**config.mk**
```make
export PLATFORM = sky130hd
export DESIGN_NAME = fbm_boot_select
export DESIGN_NICKNAME = d
export VERILOG_FILES = /design/src/design/fbm_pkg.sv /design/src/design/fbm_mem.sv /design/src/design/fbm_fifo.sv /design/src/design/fbm_boot_select.sv
export SDC_FILE = /design/constraint.sdc
export NUM_CORES = 1
export LEC_CHECK = 0
export BUFFER_PORTS_ARGS = -buffer_cell sky130_fd_sc_hd__buf_2
export CAP_MARGIN = 10
export CELL_PAD_IN_SITES_DETAIL_PLACEMENT = 1
export CELL_PAD_IN_SITES_GLOBAL_PLACEMENT = 2
export CORE_ASPECT_RATIO = 1.75
export CORE_MARGIN = 1.5
export CORE_UTILIZATION = 46
export CTS_CLUSTER_SIZE = 12
export DETAILED_ROUTE_END_ITERATION = 7
export GPL_ROUTABILITY_DRIVEN = 1
export PLACE_DENSITY = 0.85
export SYNTH_ARGS = -nofsm -noshare
export SYNTH_HDL_FRONTEND = slang
export SYNTH_SLANG_ARGS = --single-unit
export TNS_END_PERCENT = 1
```
**constraint.sdc**
```tcl
create_clock -name core_clk -period 8.74 [get_ports core_clk]
set_input_delay 1.748 -clock core_clk [delete_from_list [all_inputs] [get_ports core_clk]]
set_output_delay 1.748 -clock core_clk [all_outputs]
set_load 0.05 [all_outputs]
```
**src/design/fbm_pkg.sv**
```systemverilog
package fbm_pkg;

  // ---------------------------------------------------------------
  // mode pin codes, in the order hi:mid:lo
  // ---------------------------------------------------------------
  localparam logic [2:0] MODE_SERIAL_PROM = 3'h0;
  localparam logic [2:0] MODE_SPI_FLASH   = 3'h6;
  localparam logic [2:0] MODE_PAR_UP      = 3'h2;
  localparam logic [2:0] MODE_PAR_DOWN    = 3'h3;

  // ---------------------------------------------------------------
  // address space and clocks
  // ---------------------------------------------------------------
  localparam int         ADDR_W        = 25;
  localparam logic [24:0] PAR_TOP_ADDR = 25'h1ffffff;
  localparam logic [24:0] ZERO_ADDR    = 25'h0000000;
  localparam int         CORE_CLK_KHZ  = 125000;
  localparam int         CFG_CLK_KHZ   = 1500;
  // longest half period of the slow config clock, rounded down
  localparam int         SLOW_HALF_CYC = CORE_CLK_KHZ / (2 * CFG_CLK_KHZ);
  localparam logic [7:0] SLOW_DIV_RST  = 8'(SLOW_HALF_CYC - 1);
  localparam int         DEB_CYC       = 4096;
  localparam int         FIFO_W        = 8;
  localparam int         FIFO_D        = 32;

  // ---------------------------------------------------------------
  // apb register map
  // ---------------------------------------------------------------
  localparam logic [7:0] REG_CTRL   = 8'h00;
  localparam logic [7:0] REG_STATUS = 8'h04;
  localparam logic [7:0] REG_ADDR   = 8'h08;
  localparam logic [7:0] REG_IMAGE1 = 8'h0c;
  localparam logic [7:0] REG_COUNT  = 8'h10;
  localparam logic [7:0] REG_DATA   = 8'h14;
  localparam logic [7:0] CTRL_RST   = 8'h00;
  localparam logic [24:0] IMAGE1_RST = 25'h1000000;
  localparam logic [23:0] COUNT_RST  = 24'h000100;

  typedef enum logic [2:0] {
    ST_IDLE   = 3'b000,
    ST_SAMPLE = 3'b001,
    ST_LOAD   = 3'b010,
    ST_DONE   = 3'b011,
    ST_FAIL   = 3'b100
  } fbm_state_t;

  typedef struct packed {
    logic [ADDR_W-1:0] addr;
    logic              down;
    logic [2:0]        mode;
  } fbm_src_t;

endpackage

```
**src/design/fbm_mem.sv**
```systemverilog
`timescale 1ns/1ps
module fbm_mem
  import fbm_pkg::*;
#(
  parameter int WIDTH = 8,
  parameter int DEPTH = 32,
  parameter int AW    = 5
) (
  // clock
  input  wire logic             core_clk,
  // write side
  input  wire logic             wrEn,
  input  wire logic [AW-1:0]    wrAddr,
  input  wire logic [WIDTH-1:0] wrData,
  // read side
  input  wire logic             rdEn,
  input  wire logic [AW-1:0]    rdAddr,
  output logic      [WIDTH-1:0] rdData
);
  logic [WIDTH-1:0] mem_ff [DEPTH];

  always_ff @(posedge core_clk) begin
    if (wrEn) begin
      mem_ff[wrAddr] <= wrData;
    end
  end

  // read word is held until the next pop, so a push cannot disturb it
  always_ff @(posedge core_clk) begin
    if (rdEn) begin
      rdData <= mem_ff[rdAddr];
    end
  end
endmodule

```
**src/design/fbm_fifo.sv**
```systemverilog
`timescale 1ns/1ps
module fbm_fifo
  import fbm_pkg::*;
#(
  parameter int WIDTH = 8,
  parameter int DEPTH = 32
) (
  // clock and reset
  input  wire logic             core_clk,
  input  wire logic             reset,
  // fill side
  input  wire logic             inValid,
  output logic                  inReady,
  input  wire logic [WIDTH-1:0] inData,
  // drain side
  output logic                  outValid,
  input  wire logic             outReady,
  output logic      [WIDTH-1:0] outData
);
  localparam int AW = $clog2(DEPTH);
  logic [AW:0]      wrPtr_ff;
  logic [AW:0]      rdPtr_ff;
  logic [AW:0]      count;
  logic             pushEn;
  logic             popEn;
  logic [WIDTH-1:0] memRd;
  logic             shown_ff;

  // read data lags the pointer one cycle, so a one-word view is kept
  assign count    = wrPtr_ff - rdPtr_ff;
  assign inReady  = (count != (AW+1)'(DEPTH));
  assign pushEn   = inValid && inReady;
  assign outValid = shown_ff;
  assign outData  = memRd;
  assign popEn    = (count != '0) && (!shown_ff || outReady);

  always_ff @(posedge core_clk) begin
    if (reset) begin
      wrPtr_ff <= '0;
    end else if (pushEn) begin
      wrPtr_ff <= wrPtr_ff + 1'b1;
    end
  end

  always_ff @(posedge core_clk) begin
    if (reset) begin
      rdPtr_ff <= '0;
      shown_ff <= 1'b0;
    end else begin
      if (popEn) begin
        rdPtr_ff <= rdPtr_ff + 1'b1;
      end
      if (popEn) begin
        shown_ff <= 1'b1;
      end else if (outReady) begin
        shown_ff <= 1'b0;
      end
    end
  end

  fbm_mem #(.WIDTH(WIDTH), .DEPTH(DEPTH), .AW(AW)) mem (
    .core_clk (core_clk),
    .wrEn     (pushEn),
    .wrAddr   (wrPtr_ff[AW-1:0]),
    .wrData   (inData),
    .rdEn     (popEn),
    .rdAddr   (rdPtr_ff[AW-1:0]),
    .rdData   (memRd)
  );
endmodule

```
**src/design/fbm_boot_select.sv**
```systemverilog
`timescale 1ns/1ps
module fbm_boot_select
  import fbm_pkg::*;
#(
  parameter int DEB_COUNT = DEB_CYC
) (
  // clock and reset
  input  wire logic        core_clk,
  input  wire logic        reset,
  // board pins
  input  wire logic        modeSelectHi,
  input  wire logic        modeSelectMid,
  input  wire logic        modeSelectLo,
  input  wire logic        restartBtn,
  input  wire logic        imageDataIn,
  output logic             configClock,
  output logic             parAddrOe,
  output logic [19:0]      parAddrLow,
  output logic             configDone,
  // apb
  input  wire logic        psel,
  input  wire logic        penable,
  input  wire logic        pwrite,
  input  wire logic [7:0]  paddr,
  input  wire logic [31:0] pwdata,
  output logic      [31:0] prdata,
  output logic             pready,
  output logic             pslverr
);

  // ---------------------------------------------------------------
  // pin synchronisers
  // ---------------------------------------------------------------
  logic [4:0] sync1_ff;
  logic [4:0] sync2_ff;
  // no reset: the pins must be settled when reset lets go
  always_ff @(posedge core_clk) begin
    sync1_ff <= {modeSelectHi, modeSelectMid, modeSelectLo,
                 restartBtn, imageDataIn};
    sync2_ff <= sync1_ff;
  end
  logic [2:0] modePins;
  logic       btnSync;
  logic       dataSync;
  // open pin reads one, jumper pulls zero
  assign modePins = sync2_ff[4:2];
  assign btnSync  = sync2_ff[1];
  assign dataSync = sync2_ff[0];

  // ---------------------------------------------------------------
  // button debounce
  // ---------------------------------------------------------------
  logic        btnStable_ff;
  logic [15:0] debCnt_ff;
  logic        btnPress_ff;
  // a press counts only after the level holds steady
  always_ff @(posedge core_clk) begin
    if (reset) begin
      btnStable_ff <= 1'b0;
      debCnt_ff    <= '0;
      btnPress_ff  <= 1'b0;
    end else begin
      btnPress_ff <= 1'b0;
      if (btnSync == btnStable_ff) begin
        debCnt_ff <= '0;
      end else if (debCnt_ff == 16'(DEB_COUNT - 1)) begin
        debCnt_ff    <= '0;
        btnStable_ff <= btnSync;
        btnPress_ff  <= btnSync;
      end else begin
        debCnt_ff <= debCnt_ff + 16'h0001;
      end
    end
  end

  // ---------------------------------------------------------------
  // registers
  // ---------------------------------------------------------------
  logic [7:0]  ctrl_ff;
  logic [24:0] image1_ff;
  logic [23:0] loadLen_ff;
  logic        reloadReq_ff;
  logic        apbWr;
  logic        apbRd;
  assign apbWr = psel && penable && pwrite;
  assign apbRd = psel && penable && !pwrite;

  function automatic logic regHit(input logic [7:0] a);
    regHit = (a == REG_CTRL) || (a == REG_STATUS) || (a == REG_ADDR) ||
             (a == REG_IMAGE1) || (a == REG_COUNT) || (a == REG_DATA);
  endfunction

  // ctrl: bit0 image select, bit1 reload strobe, bits 3:2 clock rate
  always_ff @(posedge core_clk) begin
    if (reset) begin
      ctrl_ff      <= CTRL_RST;
      image1_ff    <= IMAGE1_RST;
      loadLen_ff   <= COUNT_RST;
      reloadReq_ff <= 1'b0;
    end else begin
      reloadReq_ff <= 1'b0;
      if (apbWr && paddr == REG_CTRL) begin
        ctrl_ff      <= {pwdata[7:2], 1'b0, pwdata[0]};
        reloadReq_ff <= pwdata[1];
      end
      if (apbWr && paddr == REG_IMAGE1) begin
        image1_ff <= pwdata[24:0];
      end
      if (apbWr && paddr == REG_COUNT) begin
        loadLen_ff <= pwdata[23:0];
      end
    end
  end

  // ---------------------------------------------------------------
  // configuration clock divider
  // ---------------------------------------------------------------
  logic [7:0] divCnt_ff;
  logic [7:0] divLoad;
  logic       cfgTick;
  logic [1:0] rateSel_ff;
  // slowest rate until the first sampled bit loads ctrl bits 3:2
  assign divLoad = SLOW_DIV_RST >> rateSel_ff;
  assign cfgTick = (divCnt_ff == 8'h00);
  always_ff @(posedge core_clk) begin
    if (reset) begin
      divCnt_ff <= SLOW_DIV_RST;
    end else if (cfgTick) begin
      divCnt_ff <= divLoad;
    end else begin
      divCnt_ff <= divCnt_ff - 8'h01;
    end
  end

  // ---------------------------------------------------------------
  // sequencer
  // ---------------------------------------------------------------
  fbm_state_t state_ff;
  fbm_src_t   src_ff;
  logic       imageSel_ff;
  logic [23:0] bitCnt_ff;
  logic        clkPhase_ff;
  logic        done_ff;
  logic [7:0]  shift_ff;
  logic [2:0]  shCnt_ff;
  logic        fifoInValid;
  logic        fifoInReady;
  logic        restart;
  logic        sampleEdge;
  assign restart = btnPress_ff || reloadReq_ff;
  assign sampleEdge = cfgTick && clkPhase_ff && (state_ff == ST_LOAD) &&
                      fifoInReady;

  always_ff @(posedge core_clk) begin
    if (reset) begin
      state_ff    <= ST_SAMPLE;
      imageSel_ff <= 1'b0;
    end else if (restart) begin
      // abandon whatever is in flight
      state_ff <= ST_SAMPLE;
      if (reloadReq_ff) begin
        imageSel_ff <= ctrl_ff[0];
      end
    end else begin
      case (state_ff)
        ST_IDLE:   state_ff <= ST_IDLE;
        ST_SAMPLE: begin
          case (modePins)
            MODE_SERIAL_PROM, MODE_SPI_FLASH,
            MODE_PAR_UP, MODE_PAR_DOWN: state_ff <= ST_LOAD;
            default: state_ff <= ST_FAIL;
          endcase
        end
        ST_LOAD: begin
          if (sampleEdge && bitCnt_ff == 24'h000001) begin
            state_ff <= ST_DONE;
          end
        end
        ST_DONE:   state_ff <= ST_DONE;
        ST_FAIL:   state_ff <= ST_FAIL;
        default:   state_ff <= ST_IDLE;
      endcase
    end
  end

  // mode and image source taken on each sample
  always_ff @(posedge core_clk) begin
    if (reset) begin
      src_ff     <= '0;
      rateSel_ff <= 2'h0;
    end else if (state_ff == ST_SAMPLE && !restart) begin
      src_ff.mode <= modePins;
      rateSel_ff  <= 2'h0;
      src_ff.down <= (modePins == MODE_PAR_DOWN);
      case (modePins)
        MODE_PAR_UP: begin
          src_ff.addr <= imageSel_ff ? image1_ff : ZERO_ADDR;
        end
        MODE_PAR_DOWN: begin
          src_ff.addr <= PAR_TOP_ADDR;
        end
        default: begin
          src_ff.addr <= ZERO_ADDR;
        end
      endcase
    end else if (sampleEdge) begin
      rateSel_ff <= ctrl_ff[3:2];
      if (src_ff.mode == MODE_PAR_UP || src_ff.mode == MODE_PAR_DOWN) begin
        src_ff.addr <= src_ff.down ? src_ff.addr - 25'h1
                                   : src_ff.addr + 25'h1;
      end
    end
  end

  always_ff @(posedge core_clk) begin
    if (reset || restart || state_ff != ST_LOAD) begin
      bitCnt_ff   <= loadLen_ff;
      clkPhase_ff <= 1'b0;
      shCnt_ff    <= 3'h0;
      shift_ff    <= 8'h00;
    end else if (cfgTick && (fifoInReady || !clkPhase_ff)) begin
      clkPhase_ff <= !clkPhase_ff;
      if (clkPhase_ff) begin
        bitCnt_ff <= bitCnt_ff - 24'h000001;
        shift_ff  <= {shift_ff[6:0], dataSync};
        shCnt_ff  <= shCnt_ff + 3'h1;
      end
    end
  end
  assign fifoInValid = sampleEdge && (shCnt_ff == 3'h7);

  // ---------------------------------------------------------------
  // outputs
  // ---------------------------------------------------------------
  always_ff @(posedge core_clk) begin
    if (reset) begin
      configClock <= 1'b0;
      parAddrOe   <= 1'b0;
      parAddrLow  <= 20'h00000;
      done_ff     <= 1'b0;
    end else begin
      configClock <= (state_ff == ST_LOAD) && clkPhase_ff;
      // upper lines 24..20 are left to the helper logic
      parAddrOe   <= (state_ff == ST_LOAD) &&
                     (src_ff.mode == MODE_PAR_UP ||
                      src_ff.mode == MODE_PAR_DOWN);
      parAddrLow  <= src_ff.addr[19:0];
      done_ff     <= (state_ff == ST_DONE) && !restart;
    end
  end
  assign configDone = done_ff;

  // ---------------------------------------------------------------
  // captured data fifo
  // ---------------------------------------------------------------
  logic       fifoOutValid;
  logic [7:0] fifoOutData;
  logic       fifoPop;
  // pop only the byte this read reported, never one shown since setup
  assign fifoPop = apbRd && paddr == REG_DATA && prdata[8] && fifoOutValid;

  fbm_fifo #(.WIDTH(FIFO_W), .DEPTH(FIFO_D)) fifo (
    .core_clk (core_clk),
    .reset    (reset || restart),
    .inValid  (fifoInValid),
    .inReady  (fifoInReady),
    .inData   ({shift_ff[6:0], dataSync}),
    .outValid (fifoOutValid),
    .outReady (fifoPop),
    .outData  (fifoOutData)
  );

  // ---------------------------------------------------------------
  // apb slave, zero wait states
  // ---------------------------------------------------------------
  logic [31:0] rdMux;
  always_comb begin
    rdMux = 32'h00000000;
    case (paddr)
      REG_CTRL:   rdMux = {24'h000000, ctrl_ff};
      REG_STATUS: rdMux = {24'h000000, imageSel_ff, src_ff.mode,
                           fifoOutValid, state_ff[2:0]};
      REG_ADDR:   rdMux = {7'h00, src_ff.addr};
      REG_IMAGE1: rdMux = {7'h00, image1_ff};
      REG_COUNT:  rdMux = {8'h00, bitCnt_ff};
      REG_DATA:   rdMux = {23'h000000, fifoOutValid, fifoOutData};
      default:    rdMux = 32'h00000000;
    endcase
  end

  always_ff @(posedge core_clk) begin
    if (reset) begin
      prdata  <= 32'h00000000;
      pready  <= 1'b0;
      pslverr <= 1'b0;
    end else begin
      pready  <= psel && !penable;
      pslverr <= psel && !penable && !regHit(paddr);
      prdata  <= (psel && !penable) ? rdMux : prdata;
    end
  end
endmodule

```
---- Yosys cells after proc, flatten, opt, wreduce, memory -nomap -nowiden ----
Memories as Yosys holds them, arrays and structs flattened. A register that Yosys moved wholly into a read port is not among the register bits.
Index checks and enable logic that the tools add are counted.
operators by class
  bitwise operators ....................... 3
  shifts and indexed selects .............. 1
  add/subtract/negate cells ............... 9
  equal/unequal tests ..................... 21
  reductions and logical operators ........ 60
  muxes and demuxes ....................... 18
operators with widths
  operator                                            count
  case mux 25 bit (6 select lines)                    1
  2-to-1 mux 25 bit                                   5
  2-to-1 mux 24 bit                                   3
  case mux 25 bit (2 select lines)                    1
  adder 25 x 1 -> 25 bit, second input constant       1
  subtractor 25 x 1 -> 25 bit, second input constant  1
  == test 24 x 1 -> 1 bit, second input constant      1
  subtractor 24 x 1 -> 24 bit, second input constant  1
  logical AND 1 bit                                   23
  == test 3 x 2 -> 1 bit, second input constant       6
  adder 16 x 1 -> 16 bit, second input constant       1
  == test 16 x 12 -> 1 bit, second input constant     1
  == test 8 x 4 -> 1 bit, second input constant       2
  == test 8 x 5 -> 1 bit, second input constant       2
  logical NOT 8 bit                                   2
  adder 6 x 1 -> 6 bit, second input constant         2
  case mux 3 bit (4 select lines)                     1
  logical OR 1 bit                                    11
  AND reduction 2 bit                                 5
  nonzero test 2 bit                                  5
  == test 3 bit, second input constant                3
  == test 8 x 3 -> 1 bit, second input constant       1
  2-to-1 mux 8 bit                                    1
  right shift 6 x 2 -> 8 bit, first input constant    1
  other kinds (17)                                    31
word-level totals
  register bits after elaboration ......... 233
  input port bits ......................... 50
  RAM bits ................................ 256
  memories ................................ 1
  output and inout bits ................... 57
  logic and storage cells ................. 143
memories
  memory           depth  bits a word  read ports  clocked after memory_dff  wr ports  RTL line       source
  fifo.mem.mem_ff  32     8            1           1                         1         fbm_mem.sv:20  logic [WIDTH-1:0] mem_ff [DEPTH];

---- Longest topological paths before layout ----
Gate-level depths: netlist (run 1).
  depth after elaboration ................. 8
  gate-level depth with buffers ........... 13
  gate-level depth less buffers ........... 10

---- Cells and area by module ----
A second synthesis (run 1) with hierarchy kept.
unflattened totals
  cells, all modules ...................... 1792
  area, all modules ....................... 21541.9 µm²
by module, submodules not included
  module           seq. area each (µm²)  instances  cells an instance  area each (µm²)
  fbm_boot_select  4504.3                1          1269               10527.6
  fbm_mem          7927.6                1          417                10133.5
  fbm_fifo         260.2                 1          106                880.8

---- Worst setup path after synthesis (run 1) ----
OpenSTA, ideal clock, no wires.
  kind .................................... input to register
  start point ............................. input port paddr[0]
  end point ............................... register fifo.rdPtr_ff[4]
  data required time ...................... 8.612 ns
  data arrival time ....................... 3.627 ns
  cell stages on the path ................. 8
  setup slack ............................. 4.986 ns
  path through ............................ or4_1 nor2_1 nand3_1 o21ai_0 a21boi_2 nand4_1 xnor2_1 nor2_1
between the ends
  cells in the longest elaborated chain, start to end .. 6
RTL lines
  what                             RTL line                source
  start: declaration               fbm_boot_select.sv:24   input wire logic [7:0] paddr,
  == test 8 x 5 -> 1 bit           fbm_boot_select.sv:260  assign fifoPop = apbRd && paddr == REG_DATA && prdata[8] && fifoOutValid;
  logical AND 1 bit (3 in series)  fbm_boot_select.sv:260
  logical OR 1 bit                 fbm_fifo.sv:35          assign popEn = (count != '0) && (!shown_ff || outReady);
  logical AND 1 bit                fbm_fifo.sv:35
  net fifo.mem.rdEn                fbm_mem.sv:16           input wire logic rdEn,
  end signal: assignment           fbm_fifo.sv:51          rdPtr_ff <= rdPtr_ff + 1'b1;
  end: declaration                 fbm_fifo.sv:22          logic [AW:0] rdPtr_ff;
The timed path passes the listed nets, and every way through them passes these cells.
A chain may end at the register's enable or synchronous reset.

---- Final worst setup path (run 1) ----
  start point ............................. register fifo.rdPtr_ff[2]
  end point ............................... memory fifo.mem.mem_ff[18][0] (enable)
between the ends
  cells in the longest elaborated chain, start to end .. 7
RTL lines
  what                                        RTL line                source
  subtractor 6 bit (*)                        fbm_fifo.sv:30          assign count = wrPtr_ff - rdPtr_ff;
  != test 6 bit (*)                           fbm_fifo.sv:31          assign inReady = (count != (AW+1)'(DEPTH));
  logical AND 1 bit                           fbm_boot_select.sv:151  assign sampleEdge = cfgTick && clkPhase_ff && (state_ff == ST_LOAD) &&
  logical AND 1 bit                           fbm_boot_select.sv:230  assign fifoInValid = sampleEdge && (shCnt_ff == 3'h7);
  logical AND 1 bit (*)                       fbm_fifo.sv:32          assign pushEn = inValid && inReady;
  2-to-1 mux 1 bit (*)                        fbm_mem.sv:23           if (wrEn) begin
  2-to-1 mux 1 bit (implied by the code) (*)  fbm_mem.sv:24           mem_ff[wrAddr] <= wrData;
  end: declaration                            fbm_mem.sv:20
Every way passes the cells marked *; elsewhere a longest branch is shown, timed or not.

==> reports/qor.yml, run 1 <==
tightest_slew_ns: 1.182
cts_max_level: 2
synth_seq_cells: 490
grt_pass1_wl_mm: 90.02
drive_gt1_share_pct: 15.60
hpwl_mm: 42.08
grtUsageMet1_pct: 25.24
post-cts-setup-buffers: 0
crit_path_start: "fifo.rdPtr_ff[2]"
place_area_sq_mm: 0.02209
switchingPower_mw: 1.107
clock-skew-final_ns: 0.02441
clk_path_buf_depth: 3
clkSinkCount: 490
io_pins: 107
mostFrequentLayoutCells: "288 x edfxtp_1, 225 x nand2_1, 200 x dfxtp_1, 176 x nor2_1, 126 x a21oi_1"
irDropWorstVdd_mv: 0.1901
drt-total-wl_mm: 59.11
grt_start_max_net_pins: 92
p_leak_nw: 7.915
grt_setup_unrepaired: "false"
p_sw_share_pct: 23.39
cts_root_buf: "clkbuf_16"
num_vias: 14160
multi_input_area_sq_mm: 0.007983
yosysSeqAreaShare_pct: 59.87
die_w_um: 165.3
utilization_pct: 52.16
hp-start: "sync1_ff[0]"
synth-main-ff-cell: "edfxtp_1"
route.detailed.drc: 0
postCtsHoldBufs: 0
die_y_um: 287.0
maxCapViolations: 0
final-hold-violation-count: 0
postSynthAreaPerCell_sq_um: 12.08
wl_per_cell_um: 24.21
clockPowerShare_pct: 41.0
num_rows: 103
synth-edff-count: 288
postCtsResizedCells: 0
io_buffers: 92
ff_latch_area_sq_mm: 0.01270
use_met2_pct: 49.38
place_ws_ns: 3.886
p_comb_share_pct: 6.1
synth_cells: 1755
critPathMaxFanout: 19
use_met3_pct: 2.915
pwr-share-seq_pct: 52.9
cts.clk_slew.worst_paths_ns: 0.06
fmax_ghz: 0.2124
cp-end-kind: "flop"
nNetsFinal: 1919
die-area_sq_mm: 0.04744
post-route-period-util_pct: 53.87
fillCellCount: 4682
setup_viol: 0
async_flop_share_pct: 0
yosysUniqueCellTypes: 75
period_needed_ns: 4.709
clock_latency_ns: 0.58
grt-ovfl-total: 0
num_antenna_cells: 0
worst_ep_arrival_time_ns: 4.90
p_int_mw: 3.628
worstSetupPathType: "reg2reg"
place.gp.congestion: 0.8583
outcome: "finished, final reports clean"
cts_buffers: 49
rr_startpoint: "fifo.rdPtr_ff[2]"
hold_ws_ns: 0.3249
postLayoutSetupSlackWorst_ns: 4.031
track_usage_pct: 25.57
vias_per_cell: 5.800
p_total_mw: 4.735
drt_iter0_drc: 790
coreArea_sq_mm: 0.04536
ant_nets: 0
hold_class: "reg2reg"
netlist_area_sq_mm: 0.02120
layout_commonest_cell: "edfxtp_1"
synthToLayoutAreaGrowth_pct: 11.61
critPathRequiredTime_ns: 8.93
fin_setup_tns_ns: 0
cts_tree: "yes"
instances_no_fill: 2442
yosysWarnings: 0
first_global_vias: 15430
gr-max-usage-layer: "met2"
first_pass_iters: 5
finalMaxSlewViolations: 0
initial_core_util_pct: 46.73
maxSlewHeadroom_pct: 21.12
p_per_area_mw_per_mm2: 200.1
grt_antenna_before_repair: 0
place_inst: 2349
crit_path_start_kind: "flop"
design_area_sq_mm: 0.02366
## sequential cells by signal, summed over array words and instances (netlist names), 5 cells and up
signal           flops
fifo.mem.mem_ff    256
debCnt_ff           16
src_ff              29
loadLen_ff          24
fifo.mem.rdData      8
parAddrLow          20
fifo.wrPtr_ff        6
bitCnt_ff           24
shift_ff             7
ctrl_ff              7
sync2_ff             5
image1_ff           25
sync1_ff             5
prdata              25
fifo.rdPtr_ff        6
divCnt_ff            8
## layout make-up
type	instances	share of cell area (%)
sequential	490	53.66
tap	577	3.051
inverter	29	0.4600
timing repair buffer	113	3.046
multi-input combinational	1145	33.74
clock buffer	83	5.848
clock inverter	5	0.1957
## cells by family (layout without fill, tap and decap cells)
kind of cell | Yosys count | count (layout) | synth area share (%)
AOI/OAI and AO/OA | 320 | 320 | 9.101
xor gates and xnor gates | 69 | 69 | 2.851
adders and majority gates | 41 | 41 | 2.455
buffers and inverters | 126 | 230 | 2.609
DFF | 490 | 490 | 59.87
muxes | 124 | 124 | 10.63
other | 1 | 7 | 0.01769
and+or+nand+nor | 584 | 584 | 12.47
## final timing paths
kind / cells after the start / slack, ns / to
worst min-delay path: 0 / 0.32 / sync2_ff[0]
worst min register to register: 0 / 0.32 / sync2_ff[0]
worst max-delay path: 9 / 4.03 / fifo.mem.mem_ff[18][0]
worst max register to register: 9 / 4.03 / fifo.mem.mem_ff[18][0]
## layer usage
layer,vias up,wire (um)
met5,-,0
li1,6574,-
met3,168,1928
met1,7081,19800
met4,0,4114
met2,340,33270
## cells in the mapped netlist (5+ instances only)
master	count	share of area [%]
and3_1	14	0.41
buf_1	11	0.19
nor2b_1	22	0.65
a31oi_1	13	0.38
dfxtp_1	202	19
a211oi_1	12	0.42
and2_1	7	0.21
inv_1	27	0.48
mux2_2	9	0.48
buf_2	7	0.17
nor2_1	176	3.1
ha_1	40	2.4
nand2b_1	6	0.18
nand3b_1	7	0.25
xnor2_1	44	1.8
nor3b_1	7	0.25
edfxtp_1	288	41
clkbuf_1	67	1.2
a21o_1	5	0.18
mux2i_1	35	1.7
mux4_2	80	8.5
buf_4	7	0.25
a221oi_1	8	0.33
a21oi_1	126	3.0
or3_1	10	0.30
o21ai_0	87	2.1
xor2_1	25	1.0
nand2_1	225	4.0
nor3_1	37	0.87
a22oi_1	26	0.92
nand3_1	30	0.71
nand4_1	6	0.18
nor4_1	11	0.32
o21a_1	8	0.28
## critical path, stage by stage, from the launching register on
cell and delay [ns]:
dfxtp_1 1.02, inv_1 0.20, ha_1 0.39, nor2_1 0.05, a21oi_1 0.24, mux2i_1 0.14, o21a_1 0.31, a2111oi_4 0.71
nand2_1 0.43, nor2_1 0.82
## power groups by stage
stage	clock network, mW	logic [mW]	registers (mW)
CTS	1.98	0.288	2.51
detailed placement	0	0.286	2.56
finish	1.94	0.289	2.51
global route	2.05	0.317	2.51
floorplan	0	0.178	2.56
global placement	0	0.280	2.56
(Power assumes the default switching activity.)
==> run 2: changes to the inputs <==
CORE_UTILIZATION = 42   (was 46)
PLACE_DENSITY = 0.79   (was 0.85)
clock period = 4.7 ns   (was 8.74 ns; I/O delays follow)
==> run 2 against run 1 <==
Compared with the run above:
- total power is 89% higher
- worst hold slack better by 0.00087 ns
- final area is 1.8% higher
- critical endpoint is now fifo.mem.mem_ff[13][7]
- wire length is 0.83% higher
- via count is 0.26% lower
- setup slack worse by 3.2 ns
- maximum frequency is 23% higher
- flip-flop and latch count stayed put
- die area is 9.4% higher
- count of clock-buffer cells in the layout is 3 lower
- clock skew is 0.0063 ns higher
- register-to-register slack worse by 3.2 ns
==> reports/qor.yml, run 2 (synthesized netlist as in run 1, its figures left out) <==
finalMaxSlewViolations: 0  # unchanged
io_pins: 107  # unchanged
maxCapViolations: 0  # unchanged
cp-end-kind: "flop"
mostFrequentLayoutCells: "288 x edfxtp_1, 225 x nand2_1, 200 x dfxtp_1, 176 x nor2_1, 126 x a21oi_1"
num_rows: 108  # +4.9%
largestRegisters: "fifo.mem.mem_ff x256, src_ff x29"
grt_antenna_before_repair: 0  # unchanged
worstSetupPathType: "reg2reg"
utilization_pct: 48.45  # -3.7 points
cts_tree: "yes"
first_pass_iters: 5  # unchanged
largest_register_ffs: 256  # unchanged
vias_per_cell: 5.514  # -4.9%
grt_start_max_net_pins: 81  # -12%
num_vias: 14130  # -0.26%
fillCellCount: 5268  # +13%
crit_slowest_cell: "a2111oi_4"
fin_setup_tns_ns: 0  # unchanged
p_per_area_mw_per_mm2: 370.8  # +85%
cts_root_buf: "clkbuf_16"
post-route-period-util_pct: 81.64  # +28 points
tightest_slew_ns: 1.103  # -0.07877 ns
cts_buffers: 49  # unchanged
largest_register: "fifo.mem.mem_ff"
place.gp.congestion: 0.8241  # -4.0%
p_leak_nw: 8.139  # +2.8%
die_w_um: 172.8  # +4.6%
outcome: "finished, final reports clean"
setup_viol: 0  # unchanged
cts.clk_slew.worst_paths_ns: 0.06  # about the same
clkSinkCount: 490  # unchanged
postCtsResizedCells: 0  # unchanged
multi_input_area_sq_mm: 0.007983  # unchanged
drt_iter0_drc: 713  # -9.7%
ant_nets: 0  # unchanged
coreArea_sq_mm: 0.04973  # +9.6%
slowest_delay_ns: 0.71  # -0.31 ns
layout_commonest_cell: "edfxtp_1"
io_buffers: 92  # unchanged
clock_latency_ns: 0.59  # about the same
track_usage_pct: 23.26  # -2.3 points
clock-skew-final_ns: 0.03071  # +0.006298 ns
synthToLayoutAreaGrowth_pct: 13.65
hpwl_mm: 43.43  # +3.2%
die-area_sq_mm: 0.05189  # +9.4%
ff_latch_area_sq_mm: 0.01270  # unchanged
grt_pass1_wl_mm: 91.15  # +1.2%
route.detailed.drc: 0  # unchanged
maxSlewHeadroom_pct: 25.80  # +4.7 points
initial_core_util_pct: 42.63  # -4.1 points
drt-total-wl_mm: 59.60  # +0.83%
cts_max_level: 2  # unchanged
fmax_ghz: 0.2606  # +23%
die_y_um: 300.2  # +4.6%
wl_per_cell_um: 23.26  # -3.9%
crit_path_start_kind: "flop"
first_global_vias: 15360  # -0.43%
period_needed_ns: 3.837  # -0.8716 ns
final-hold-violation-count: 0  # unchanged
post-cts-setup-buffers: 0  # unchanged
hold_ws_ns: 0.3257  # +0.0008680 ns
path_cells: "inv_1 -> ha_1 -> nand2b_1 -> a21oi_1 -> mux2i_1 -> o21a_1 -> a2111oi_4 -> nand2_1 -> nor2_1 -> buf_4"
num_antenna_cells: 0  # unchanged
worst_ep_arrival_time_ns: 4.13  # -0.77 ns
hold_class: "reg2reg"
critPathMaxFanout: 8  # -11
grt-ovfl-total: 0  # unchanged
grt_setup_unrepaired: "false"
nNetsFinal: 1955  # +1.9%
p_total_mw: 8.934  # +89%
clk_path_buf_depth: 3  # unchanged
postCtsHoldBufs: 0  # unchanged
critPathRequiredTime_ns: 4.99  # -3.94 ns
irDropWorstVdd_mv: 0.3235  # +70%
drive_gt1_share_pct: 17.51  # +1.9 points
==> run 2: cell types whose count changed in the layout (fill, tap and decap cells not counted), sizes merged <==
| cell | delta |
|---|---|
| clkbuf | -3 |
| clkinv | +4 |
| inv | -1 |
| bufinv | +1 |
| buf | +36 |
==> run 2: path summary, 6_finish.rpt <==
kind	from	endpoint	slack (ns)	cells past startpoint
setup reg to reg	fifo.wrPtr_ff[0]	fifo.mem.mem_ff[13][7]	0.86	10
hold reg to reg	sync1_ff[0]	sync2_ff[0]	0.33	0
hold / removal	sync1_ff[0]	sync2_ff[0]	0.33	0
setup / recovery	fifo.wrPtr_ff[0]	fifo.mem.mem_ff[13][7]	0.86	10
==> run 2: layout make-up <==
| type | instances | share of cell area [%] |
|---|---|---|
| Tap cell | 660 | 3.427 |
| Timing Repair Buffer | 149 | 4.030 |
| Sequential cell | 490 | 52.70 |
| Inverter | 29 | 0.4518 |
| Clock inverter | 9 | 0.4310 |
| Clock buffer | 80 | 5.832 |
| Multi-Input combinational cell | 1145 | 33.13 |
==> run 2: metal layers <==
layer / routed length, um / up-vias / GRT usage (%)
li1: - / 6637 / -
met1: 20600 / 7045 / 23.12
met2: 33670 / 292 / 45.82
met3: 1609 / 152 / 2.769
met4: 3724 / 0 / 13.71
met5: 0 / - / 0
==> run 2: power breakdown <==
part	total [mW]	leakage, nW	switching (mW)	internal, mW
sequential	4.66	4.11	0.0921	4.57
combinational	0.537	3.30	0.359	0.178
clock	3.74	0.726	1.64	2.10
==> run 2: critical path: cells and delay by family, from the launching register on <==
| family | cells | cell delay, ns |
|---|---|---|
| adder cells (fa/ha/maj) | 1 | 0.22 |
| AND/OR/NAND/NOR | 3 | 1.15 |
| multiplexers | 1 | 0.14 |
| buffers and inverters | 2 | 0.35 |
| flip-flops | 1 | 0.42 |
| AO/OA/AOI/OAI | 3 | 1.24 |
==> run 2: metrics by stage <==
stage,instance area (sq um),setup slack [ns],std cells
after floorplan,21220,1.019,1761
after global placement,22480,1.069,2469
after detailed placement,22480,0.9040,2469
after CTS,23980,0.8556,2558
after global routing,24090,0.5587,2562
final,24090,0.8630,2562
